===== src/verilog/rcs_pkg.sv =====
// Package for the reference clock source select block: register offsets, field positions, reset values.
// Assumes an APB slave with 32-bit data and byte addresses.
package rcs_pkg;
    localparam logic [11:0] OFF_STRAP_STATUS = 12'h000;
    localparam logic [11:0] OFF_RCW_CLOCK = 12'h004;
    localparam logic [11:0] OFF_TX_MUX_CTRL = 12'h008;
    localparam logic [11:0] OFF_CLOCK_STATUS = 12'h00c;
    // Field positions inside the clock word register (bits 186-187 of the reset configuration word map to [1:0]).
    localparam int MEM_SEL_LSB = 0;
    localparam int LF_FUNC_BIT = 2;
    localparam int P1_FUNC_BIT = 3;
    localparam int P2_FUNC_BIT = 4;
    localparam logic [1:0] MEM_SEL_DEDICATED = 2'h0;
    localparam logic [1:0] MEM_SEL_DIFF = 2'h1;
    // Strap defaults apply when the strap pin is left undriven.
    localparam logic STRAP_SRC_DEFAULT = 1'b1;
    localparam logic STRAP_TERM_DEFAULT = 1'b1;
    localparam logic [4:0] RCW_CLOCK_RESET = 5'h00;
    localparam logic TX_SEL_RESET = 1'b0;
    localparam logic [31:0] PRDATA_RESET = 32'h00000000;
    typedef enum logic [1:0] {
        ST_SAMPLE = 2'b00,
        ST_RUN = 2'b01
    } rcs_state_t;
endpackage : rcs_pkg


===== src/verilog/rcs_top.sv =====
// Reference clock source select: primary, memory PLL, USB and transmit clock routing with strap capture.
// Assumes straps are stable through power-on reset and that all inputs are synchronous to CORE_CLK.
//
// Function
// - Source strap 0 picks differential pair, 1 picks single-ended; undriven reads 1.
// - Memory PLL select 00 routes dedicated memory pin, 01 routes differential pair.
// - Termination strap 0 disables on-chip LVDS termination, 1 enables; undriven reads 1.
// - Transmit clock select lets either port's 125 MHz reference clock both ports.
// - The selected transmit reference passes each port's duty reshaper, feeding its frame engine and clock output.
// - A transmit clock sourced by the PHY is accepted as valid reference.
// - Watchdog clocks only from low-frequency input; absent 32 KHz source it stops.
// - Low-frequency pin function follows its configuration field; unused means general output.
// - Each port's transmit clock pins follow its field; unused means general output.
// - In single oscillator mode one 100 MHz reference feeds the system and USB PLLs; memory PLL select 01 passes it only if it is the differential pair.
// - A multiplexer of both primary inputs supplies the USB PLL reference.
// - Dedicated memory pin accepts a 100 MHz clock for the memory PLL.
// - Unselected primary input reaches only the memory PLL, and only through memory PLL select 01.
`timescale 1ns/1ns
`default_nettype none
module rcs_top (
    input wire logic CORE_CLK,
    input wire logic RST,
    input wire logic CLK_EN,
    input wire logic REF_SOURCE_STRAP_PIN,
    input wire logic REF_SOURCE_STRAP_PIN_DRIVEN,
    input wire logic TERMINATION_STRAP_PIN,
    input wire logic TERMINATION_STRAP_PIN_DRIVEN,
    input wire logic RESERVED_STRAP_PIN,
    input wire logic SINGLE_REF_CLOCK_IN,
    input wire logic DIFF_REF_CLOCK_IN_P,
    input wire logic DIFF_REF_CLOCK_IN_N,
    input wire logic MEMORY_REF_CLOCK_IN,
    input wire logic LOW_FREQ_REF_IN,
    input wire logic PORT1_TX_REF_IN,
    input wire logic PORT2_TX_REF_IN,
    input wire logic PSEL,
    input wire logic PENABLE,
    input wire logic PWRITE,
    input wire logic [11:0] PADDR,
    input wire logic [31:0] PWDATA,
    input wire logic [3:0] PSTRB,
    output logic [31:0] PRDATA,
    output logic PREADY,
    output logic PSLVERR,
    output logic PRIMARY_REF_CLOCK,
    output logic PLL_REF_CLOCK,
    output logic USB_PLL_REF_CLOCK,
    output logic MEMORY_PLL_REF_CLOCK,
    output logic LVDS_TERMINATION_EN,
    output logic WATCHDOG_CLOCK,
    output logic WATCHDOG_CLOCK_VALID,
    output logic LOW_FREQ_GPIO_MODE,
    output logic PORT1_FRAME_TX_CLOCK,
    output logic PORT2_FRAME_TX_CLOCK,
    output logic PORT1_TX_CLOCK_OUT,
    output logic PORT2_TX_CLOCK_OUT,
    output logic PORT1_TX_GPIO_MODE,
    output logic PORT2_TX_GPIO_MODE
);
    rcs_pkg::rcs_state_t state_ff;
    logic ref_source_ff;
    logic lvds_term_ff;
    logic [4:0] rcw_clock_ff;
    logic rcw_locked_ff;
    logic tx_ref_select_ff;
    logic [31:0] prdata_ff;
    logic pslverr_ff;
    logic diff_ref;
    logic src_strap;
    logic term_strap;
    logic tx_ref;
    logic reshape1_ff;
    logic reshape2_ff;
    logic lf_prev_ff;
    logic [3:0] lf_idle_ff;
    logic lf_valid_ff;
    logic wr_en;
    logic rd_en;
    logic addr_ok;
    logic [31:0] nxt_prdata;
    logic nxt_pslverr;

    // Undriven straps fall back to their pull-up default.
    assign src_strap = REF_SOURCE_STRAP_PIN_DRIVEN ? REF_SOURCE_STRAP_PIN : rcs_pkg::STRAP_SRC_DEFAULT;
    assign term_strap = TERMINATION_STRAP_PIN_DRIVEN ? TERMINATION_STRAP_PIN : rcs_pkg::STRAP_TERM_DEFAULT;

    // Straps are captured in the first enabled cycle after reset release, then frozen.
    always_ff @(posedge CORE_CLK or posedge RST)
    begin
        if (RST)
        begin
            state_ff <= rcs_pkg::ST_SAMPLE;
        end
        else if (CLK_EN)
        begin
            case (state_ff)
                rcs_pkg::ST_SAMPLE:
                begin
                    state_ff <= rcs_pkg::ST_RUN;
                end
                rcs_pkg::ST_RUN:
                begin
                    state_ff <= rcs_pkg::ST_RUN;
                end
                default:
                begin
                    state_ff <= rcs_pkg::ST_SAMPLE;
                end
            endcase
        end
    end

    always_ff @(posedge CORE_CLK or posedge RST)
    begin
        if (RST)
        begin
            ref_source_ff <= rcs_pkg::STRAP_SRC_DEFAULT;
        end
        else if (CLK_EN && state_ff == rcs_pkg::ST_SAMPLE)
        begin
            ref_source_ff <= src_strap;
        end
    end

    // Only a new reset reopens the capture window, so the board may reuse the strap pins afterwards.
    always_ff @(posedge CORE_CLK or posedge RST)
    begin
        if (RST)
        begin
            lvds_term_ff <= rcs_pkg::STRAP_TERM_DEFAULT;
        end
        else if (CLK_EN && state_ff == rcs_pkg::ST_SAMPLE)
        begin
            lvds_term_ff <= term_strap;
        end
    end

    // The differential pair is taken as a single level; the negative leg only qualifies it.
    assign diff_ref = DIFF_REF_CLOCK_IN_P & ~DIFF_REF_CLOCK_IN_N;

    // The unselected primary input reaches no PLL except the memory PLL, when its select is 01.
    assign PRIMARY_REF_CLOCK = ref_source_ff ? SINGLE_REF_CLOCK_IN : diff_ref;
    assign PLL_REF_CLOCK = PRIMARY_REF_CLOCK;
    assign USB_PLL_REF_CLOCK = ref_source_ff ? SINGLE_REF_CLOCK_IN : diff_ref;
    assign LVDS_TERMINATION_EN = lvds_term_ff;

    // Memory PLL: codes other than 01 fall back to the dedicated pin.
    assign MEMORY_PLL_REF_CLOCK = (rcw_clock_ff[rcs_pkg::MEM_SEL_LSB +: 2] == rcs_pkg::MEM_SEL_DIFF) ?
        diff_ref : MEMORY_REF_CLOCK_IN;

    // Watchdog only ever sees the low-frequency pin, and only when that pin is in clock mode.
    assign LOW_FREQ_GPIO_MODE = ~rcw_clock_ff[rcs_pkg::LF_FUNC_BIT];
    assign WATCHDOG_CLOCK = rcw_clock_ff[rcs_pkg::LF_FUNC_BIT] & LOW_FREQ_REF_IN;
    assign WATCHDOG_CLOCK_VALID = lf_valid_ff & rcw_clock_ff[rcs_pkg::LF_FUNC_BIT];

    // Activity detector: a 32 KHz edge arrives far more often than this window only on a sampled model;
    // the valid flag is a coarse presence indicator, not a frequency check.
    always_ff @(posedge CORE_CLK or posedge RST)
    begin
        if (RST)
        begin
            lf_prev_ff <= 1'b0;
        end
        else if (CLK_EN)
        begin
            lf_prev_ff <= LOW_FREQ_REF_IN;
        end
    end

    always_ff @(posedge CORE_CLK or posedge RST)
    begin
        if (RST)
        begin
            lf_idle_ff <= 4'h0;
        end
        else if (CLK_EN)
        begin
            if (lf_prev_ff != LOW_FREQ_REF_IN)
            begin
                lf_idle_ff <= 4'h0;
            end
            else if (lf_idle_ff != 4'hf)
            begin
                lf_idle_ff <= lf_idle_ff + 4'h1;
            end
        end
    end

    // An edge always wins over the idle timeout, so a source that toggles at least once every 16 enabled cycles never reads as absent.
    always_ff @(posedge CORE_CLK or posedge RST)
    begin
        if (RST)
        begin
            lf_valid_ff <= 1'b0;
        end
        else if (CLK_EN)
        begin
            if (lf_prev_ff != LOW_FREQ_REF_IN)
            begin
                lf_valid_ff <= 1'b1;
            end
            else if (lf_idle_ff == 4'hf)
            begin
                lf_valid_ff <= 1'b0;
            end
        end
    end

    // Either port's reference, including a PHY-sourced clock, may drive both ports.
    assign tx_ref = tx_ref_select_ff ? PORT2_TX_REF_IN : PORT1_TX_REF_IN;

    // Reshaper: retiming on the core clock gives clean edges regardless of the source's duty cycle.
    always_ff @(posedge CORE_CLK or posedge RST)
    begin
        if (RST)
        begin
            reshape1_ff <= 1'b0;
        end
        else if (CLK_EN)
        begin
            reshape1_ff <= tx_ref;
        end
    end

    always_ff @(posedge CORE_CLK or posedge RST)
    begin
        if (RST)
        begin
            reshape2_ff <= 1'b0;
        end
        else if (CLK_EN)
        begin
            reshape2_ff <= tx_ref;
        end
    end

    assign PORT1_FRAME_TX_CLOCK = reshape1_ff;
    assign PORT2_FRAME_TX_CLOCK = reshape2_ff;
    assign PORT1_TX_GPIO_MODE = ~rcw_clock_ff[rcs_pkg::P1_FUNC_BIT];
    assign PORT2_TX_GPIO_MODE = ~rcw_clock_ff[rcs_pkg::P2_FUNC_BIT];
    assign PORT1_TX_CLOCK_OUT = rcw_clock_ff[rcs_pkg::P1_FUNC_BIT] & reshape1_ff;
    assign PORT2_TX_CLOCK_OUT = rcw_clock_ff[rcs_pkg::P2_FUNC_BIT] & reshape2_ff;

    // APB slave: zero wait states.
    assign PREADY = 1'b1;
    assign wr_en = PSEL & PENABLE & PWRITE & CLK_EN;
    assign rd_en = PSEL & ~PENABLE & ~PWRITE & CLK_EN;
    assign addr_ok = (PADDR == rcs_pkg::OFF_STRAP_STATUS) || (PADDR == rcs_pkg::OFF_RCW_CLOCK) ||
        (PADDR == rcs_pkg::OFF_TX_MUX_CTRL) || (PADDR == rcs_pkg::OFF_CLOCK_STATUS);

    // The clock word is writable once, like a loaded reset configuration word, then locks until reset.
    always_ff @(posedge CORE_CLK or posedge RST)
    begin
        if (RST)
        begin
            rcw_clock_ff <= rcs_pkg::RCW_CLOCK_RESET;
            rcw_locked_ff <= 1'b0;
        end
        else if (wr_en && PADDR == rcs_pkg::OFF_RCW_CLOCK && !rcw_locked_ff && PSTRB[0])
        begin
            rcw_clock_ff <= PWDATA[4:0];
            rcw_locked_ff <= 1'b1;
        end
    end

    always_ff @(posedge CORE_CLK or posedge RST)
    begin
        if (RST)
        begin
            tx_ref_select_ff <= rcs_pkg::TX_SEL_RESET;
        end
        else if (wr_en && PADDR == rcs_pkg::OFF_TX_MUX_CTRL && PSTRB[0])
        begin
            tx_ref_select_ff <= PWDATA[0];
        end
    end

    // The read mux is decoded in the setup cycle, so PRDATA already stands when the access phase samples it.
    always_comb
    begin
        nxt_prdata = prdata_ff;
        nxt_pslverr = pslverr_ff;
        if (CLK_EN && PSEL && !PENABLE)
        begin
            nxt_pslverr = ~addr_ok;
            nxt_prdata = 32'h00000000;
            if (rd_en)
            begin
                case (PADDR)
                    rcs_pkg::OFF_STRAP_STATUS:
                    begin
                        nxt_prdata = {29'h0, RESERVED_STRAP_PIN, lvds_term_ff, ref_source_ff};
                    end
                    rcs_pkg::OFF_RCW_CLOCK:
                    begin
                        nxt_prdata = {26'h0, rcw_locked_ff, rcw_clock_ff};
                    end
                    rcs_pkg::OFF_TX_MUX_CTRL:
                    begin
                        nxt_prdata = {31'h0, tx_ref_select_ff};
                    end
                    rcs_pkg::OFF_CLOCK_STATUS:
                    begin
                        nxt_prdata = {30'h0, state_ff == rcs_pkg::ST_RUN, lf_valid_ff};
                    end
                    default:
                    begin
                        nxt_prdata = 32'h00000000;
                    end
                endcase
            end
        end
    end

    always_ff @(posedge CORE_CLK or posedge RST)
    begin
        if (RST)
        begin
            prdata_ff <= rcs_pkg::PRDATA_RESET;
        end
        else
        begin
            prdata_ff <= nxt_prdata;
        end
    end

    always_ff @(posedge CORE_CLK or posedge RST)
    begin
        if (RST)
        begin
            pslverr_ff <= 1'b0;
        end
        else
        begin
            pslverr_ff <= nxt_pslverr;
        end
    end

    assign PRDATA = prdata_ff;
    assign PSLVERR = pslverr_ff & PSEL & PENABLE;
endmodule : rcs_top
`default_nettype wire


===== config.mk =====
export PLATFORM = sky130hd
export DESIGN_NAME = rcs_top
export DESIGN_NICKNAME = d
export VERILOG_FILES = /design/src/verilog/rcs_pkg.sv /design/src/verilog/rcs_top.sv
export SDC_FILE = /design/constraint.sdc
export NUM_CORES = 1
export LEC_CHECK = 0
export ABC_AREA = 1
export BUFFER_PORTS_ARGS = -buffer_cell sky130_fd_sc_hd__buf_2
export CORE_MARGIN = 8
export CORE_UTILIZATION = 40
export CTS_CLUSTER_DIAMETER = 40
export DETAILED_ROUTE_END_ITERATION = 10
export GPL_TIMING_DRIVEN = 0
export PLACE_DENSITY = 0.92
export SETUP_SLACK_MARGIN = 0.02
export SYNTH_ARGS = -nofsm -noshare
export SYNTH_HDL_FRONTEND = slang
export SYNTH_SLANG_ARGS = --single-unit

===== constraint.sdc =====
create_clock -name CORE_CLK -period 1.56 [get_ports CORE_CLK]
set_input_delay 0.156 -clock CORE_CLK [delete_from_list [all_inputs] [get_ports CORE_CLK]]
set_output_delay 0.156 -clock CORE_CLK [all_outputs]
set_load 0.01 [all_outputs]

Yosys cells after proc, flatten, opt, wreduce, memory -nomap -nowiden. Index checks and enable logic that the tools add are counted.

Word-level logic and storage cells: 73. Output and inout bits: 48. Register bits: 51. Input port bits: 66.

Equal/unequal tests: 8. Reduce and logical (&&, ||, !) cells: 20. Mux-type cells: 12. Bitwise operators: 20. Add/subtract/negate cells: 1.

Operator list (number): == test 12 x 4 -> 1 bit, second input constant (2); case mux 6 bit (4 select lines) (1); AND 1 bit (13); == test 12 x 3 -> 1 bit, second input constant (1); logical NOT 12 bit (1); logical AND 1 bit (8); 2-to-1 mux 1 bit (8); 2-to-1 mux 4 bit (2); NOT 1 bit (7); 2-to-1 mux 6 bit (1); adder 4 x 1 -> 4 bit, second input constant (1); == test 2 x 1 -> 1 bit, second input constant (2); == test 4 bit, second input constant (1); inequality test 4 bit, second input constant (1); AND reduction 2 bit (2); nonzero test 2 bit (2); logical OR 1 bit (3); logical NOT 1 bit (2); logical NOT 2 bit (1); OR reduction 2 bit (1); inequality test 1 bit (1).

Longest topological paths before layout.
Depth after elaboration: 6. Depth in mapped cells: 8.

Worst setup path before layout. Ideal clock, no wire load.

Path type: flip-flop to output port. Start point: register ref_source_ff. End point: output PRIMARY_REF_CLOCK. Path slack: 0.347 ns. Buffers on the path: 1. Required time: 1.404 ns. Data arrival time: 1.057 ns. Cell stages (with the launch flop): 3. Cell sequence: dfstp_2 -> o31ai_1 -> buf_4.

Word-level cells in the longest chain between the ends: 1.

Ends and longest elaborated chain: from (decl) (RTL line rcs_top.sv:61) `logic ref_source_ff;`; from (signal assigned) (RTL line rcs_top.sv:117) `ref_source_ff <= rcs_pkg::STRAP_SRC_DEFAULT;`; from (signal assigned) (RTL line rcs_top.sv:121) `ref_source_ff <= src_strap;`; 2-to-1 mux 1 bit (RTL line rcs_top.sv:142) `assign PRIMARY_REF_CLOCK = ref_source_ff ? SINGLE_REF_CLOCK_IN : diff_ref;`; to (decl) (RTL line rcs_top.sv:45) `output logic PRIMARY_REF_CLOCK,`.

Every way passes these cells.

Worst setup path in the final report. Same ends and word-level chain as after synthesis.

==> results.cfg <==
[run_status]
status = finished, final reports clean

[placed_design]
hpwl_mm = 3.327
place_ws_ns = 0.1944
place_congestion = 0.8729
numPortBuffers = 56

[power]
ir_worst_vdd_mv = 0.4728
p_per_area_nw_per_um2 = 685.8
p_leak_nw = 1.137

[layout]
final_net_count = 348
multi_input_area_um2 = 634.4
syn_to_final_growth_pct = 32.74
seq_area_um2 = 603.1
drive_gt1_share_pct = 36.43
fill_cells = 340
final_cell_mix = buf_2, nand2_1, buf_4, inv_1, conb_1
antenna_cells = 0
final_common_cell = buf_2

[floorplan]
initial_utilization_pct = 41.01
ios = 114
die_y_um = 76.81
rows = 22
coreArea_um2 = 3606
fp.dieArea_um2 = 5899
fp.dieW_um = 76.81

[synthesis]
synth_top_area_share_pct = 37.23
synth.distinct_cells = 26
avgSynthCellArea_um2 = 7.584
synthesis.area_um2 = 1479
syn_inst = 195
synth.area.top_cells = dfrtp_1, buf_4, nand2_1
synth-seq-area-share_pct = 40.78
synth_edf_count = 0
yosysWarnings = 0
synthFlopType = dfrtp_1
synth_top_cell_by_area = dfrtp_1
synthArstFlopShare_pct = 100.0
synth_seq_cells = 24

[timing]
tightest_slew_ns = 0.8896
setup_slack_ns = 0.1379
max_slew_margin_pct = 40.63
whs_ns = 0.03844
fin_worst_skew_ns = 0.005508
rsz0062_at_grt = false
timing.setup.tns_ns = 0
hold_violations = 0
max_freq_mhz = 703.2
setup_viol = 0
slew_viol_final = 0
fin_crit_sh_pct = 91.16
min_period_ns = 1.422

[detailed_routing]
drc = 0
postRouteAntennaNets = 0
vias = 1400
first_pass_iters = 4
avgViaCountPerCell = 4.268
drtIter0Drc = 53
avgRoutedWirePerCell_um = 12.14
wl_mm = 3.983

[clock_network]
holdBufCountCts = 0
clock-sinks = 24
htree_levels = 1
cts_max_path_buffers = 2
cts_tree = built
cts_root_buffer = clkbuf_8
cts.reportedPaths.clkPinSlew_ns = 0.08
cts_setup_buffers = 0
numCtsBuffers = 3
clk_latency_ns = 0.27

[min_path]
hp-class = in2reg
hold_end = ref_source_ff$_DFFE_PP1P_
min_from = REF_SOURCE_STRAP_PIN_DRIVEN
min_path_cells = 2

[worst_setup_path]
r2r_end = lf_idle_ff[3]$_DFFE_PP0P_
worstReg2RegStart = lf_idle_ff[0]$_DFFE_PP0P_
endpoint_kind = output port
cp-start-kind = flop
crit_required_ns = 1.40
worstPathMaxFanout = 4
path_class = reg2out
arrival_ns = 1.27
reg2regPathDepth = 6
reg2reg_slack_ns = 0.30

[grt]
grt_pass1_wl_mm = 6.403
antenna_found_initial = 0
grt_overflow_total = 0
grt_pass1_vias = 1424
track_usage_pct = 13.17
grt_max_degree = 25

[job]
cap_violations = 0
-- repair_timing --
item | CTS | global route
setup endpoints to repair | 0 | 2
endpoints found under the hold margin | 0 | 0
gates resized for setup | 0 | 1
-- synthesized netlist by cell type, drive strengths merged (3+ instances only) --
master,instances
inv,28
nor2,21
a31oi,3
o31ai,4
o21ai,14
nand3,14
nand2,41
buf,32
dfrtp,22
-- worst max-delay path: stages (launching register included) --
cell and delay, ns:
dfstp_2 0.57, nand2_1 0.07, o31ai_2 0.08, buf_4 0.16, buf_2 0.12
-- metrics by stage --
stage / util (%) / std cells / power [mW] / area (um^2)
after floorplan: - / 220 / 0.8735 / 1573
after global placement: 53.05 / 324 / 0.9572 / 1913
after detailed placement: 53.05 / 324 / 0.9725 / 1913
after CTS: 54.30 / 328 / 1.342 / 1958
after global routing: 54.44 / 328 / 1.419 / 1963
final: 54.44 / 328 / 1.346 / 1963
-- worst max-delay path by stage --
stage                              endpoint                      start
3_3_place_gp   tx_ref_select_ff$_DFFE_PP0P_                  PADDR[11]
3_5_place_dp   tx_ref_select_ff$_DFFE_PP0P_                   PADDR[9]
6_report                  PRIMARY_REF_CLOCK  ref_source_ff$_DFFE_PP1P_
4_1_cts                   PRIMARY_REF_CLOCK  ref_source_ff$_DFFE_PP1P_
2_1_floorplan             PRIMARY_REF_CLOCK  ref_source_ff$_DFFE_PP1P_
5_1_grt                   PRIMARY_REF_CLOCK  ref_source_ff$_DFFE_PP1P_
-- state kept, by name, summed over array words and instances (netlist names) --
register / cells
state_ff: 1
lf_idle_ff: 4
tx_ref_select_ff: 1
rcw_locked_ff: 1
PRDATA: 6
pslverr_ff: 1
ref_source_ff: 1
lf_prev_ff: 1
rcw_clock_ff: 5
lf_valid_ff: 1
PORT2_FRAME_TX_CLOCK: 1
LVDS_TERMINATION_EN: 1
-- kinds of logic (layout without fill, tap and decap cells) --
| kind of cell | Yosys count | count (layout) | synth area share (%) |
|---|---|---|---|
| AND/OR/NAND/NOR | 83 | 83 | 24.96 |
| buffers and inverters | 60 | 120 | 23.01 |
| AO/OA/AOI/OAI | 24 | 24 | 9.306 |
| flip-flops | 24 | 24 | 40.78 |
| other | 2 | 27 | 0.5078 |
| adder cells (fa/ha/maj) | 1 | 1 | 0.8459 |
| XOR/XNOR | 1 | 1 | 0.5923 |
-- area by class of cell --
cell class / count / share of cell area [%]
timing repair buffer: 56 / 14.28
multi-input combinational: 136 / 32.31
sequential: 24 / 30.72
buffer: 32 / 11.98
tap: 48 / 3.059
clock buffer: 4 / 2.294
inverter: 28 / 5.354
-- metal layers --
layer	vias to the layer above	wire, um	global-route usage [%]
met4	0	86	5.577
met5	-	0	0
met1	604	1525	13.37
li1	725	-	-
met2	61	2045	24.04
met3	10	326	4.196
-- power by group --
group | leakage, nW | total [mW] | internal, mW | switching, mW
logic | 0.818 | 0.287 | 0.136 | 0.151
clock network | 0.0228 | 0.377 | 0.183 | 0.195
registers | 0.297 | 0.682 | 0.655 | 0.0273
Note: power is estimated with default switching activity, not from simulation.
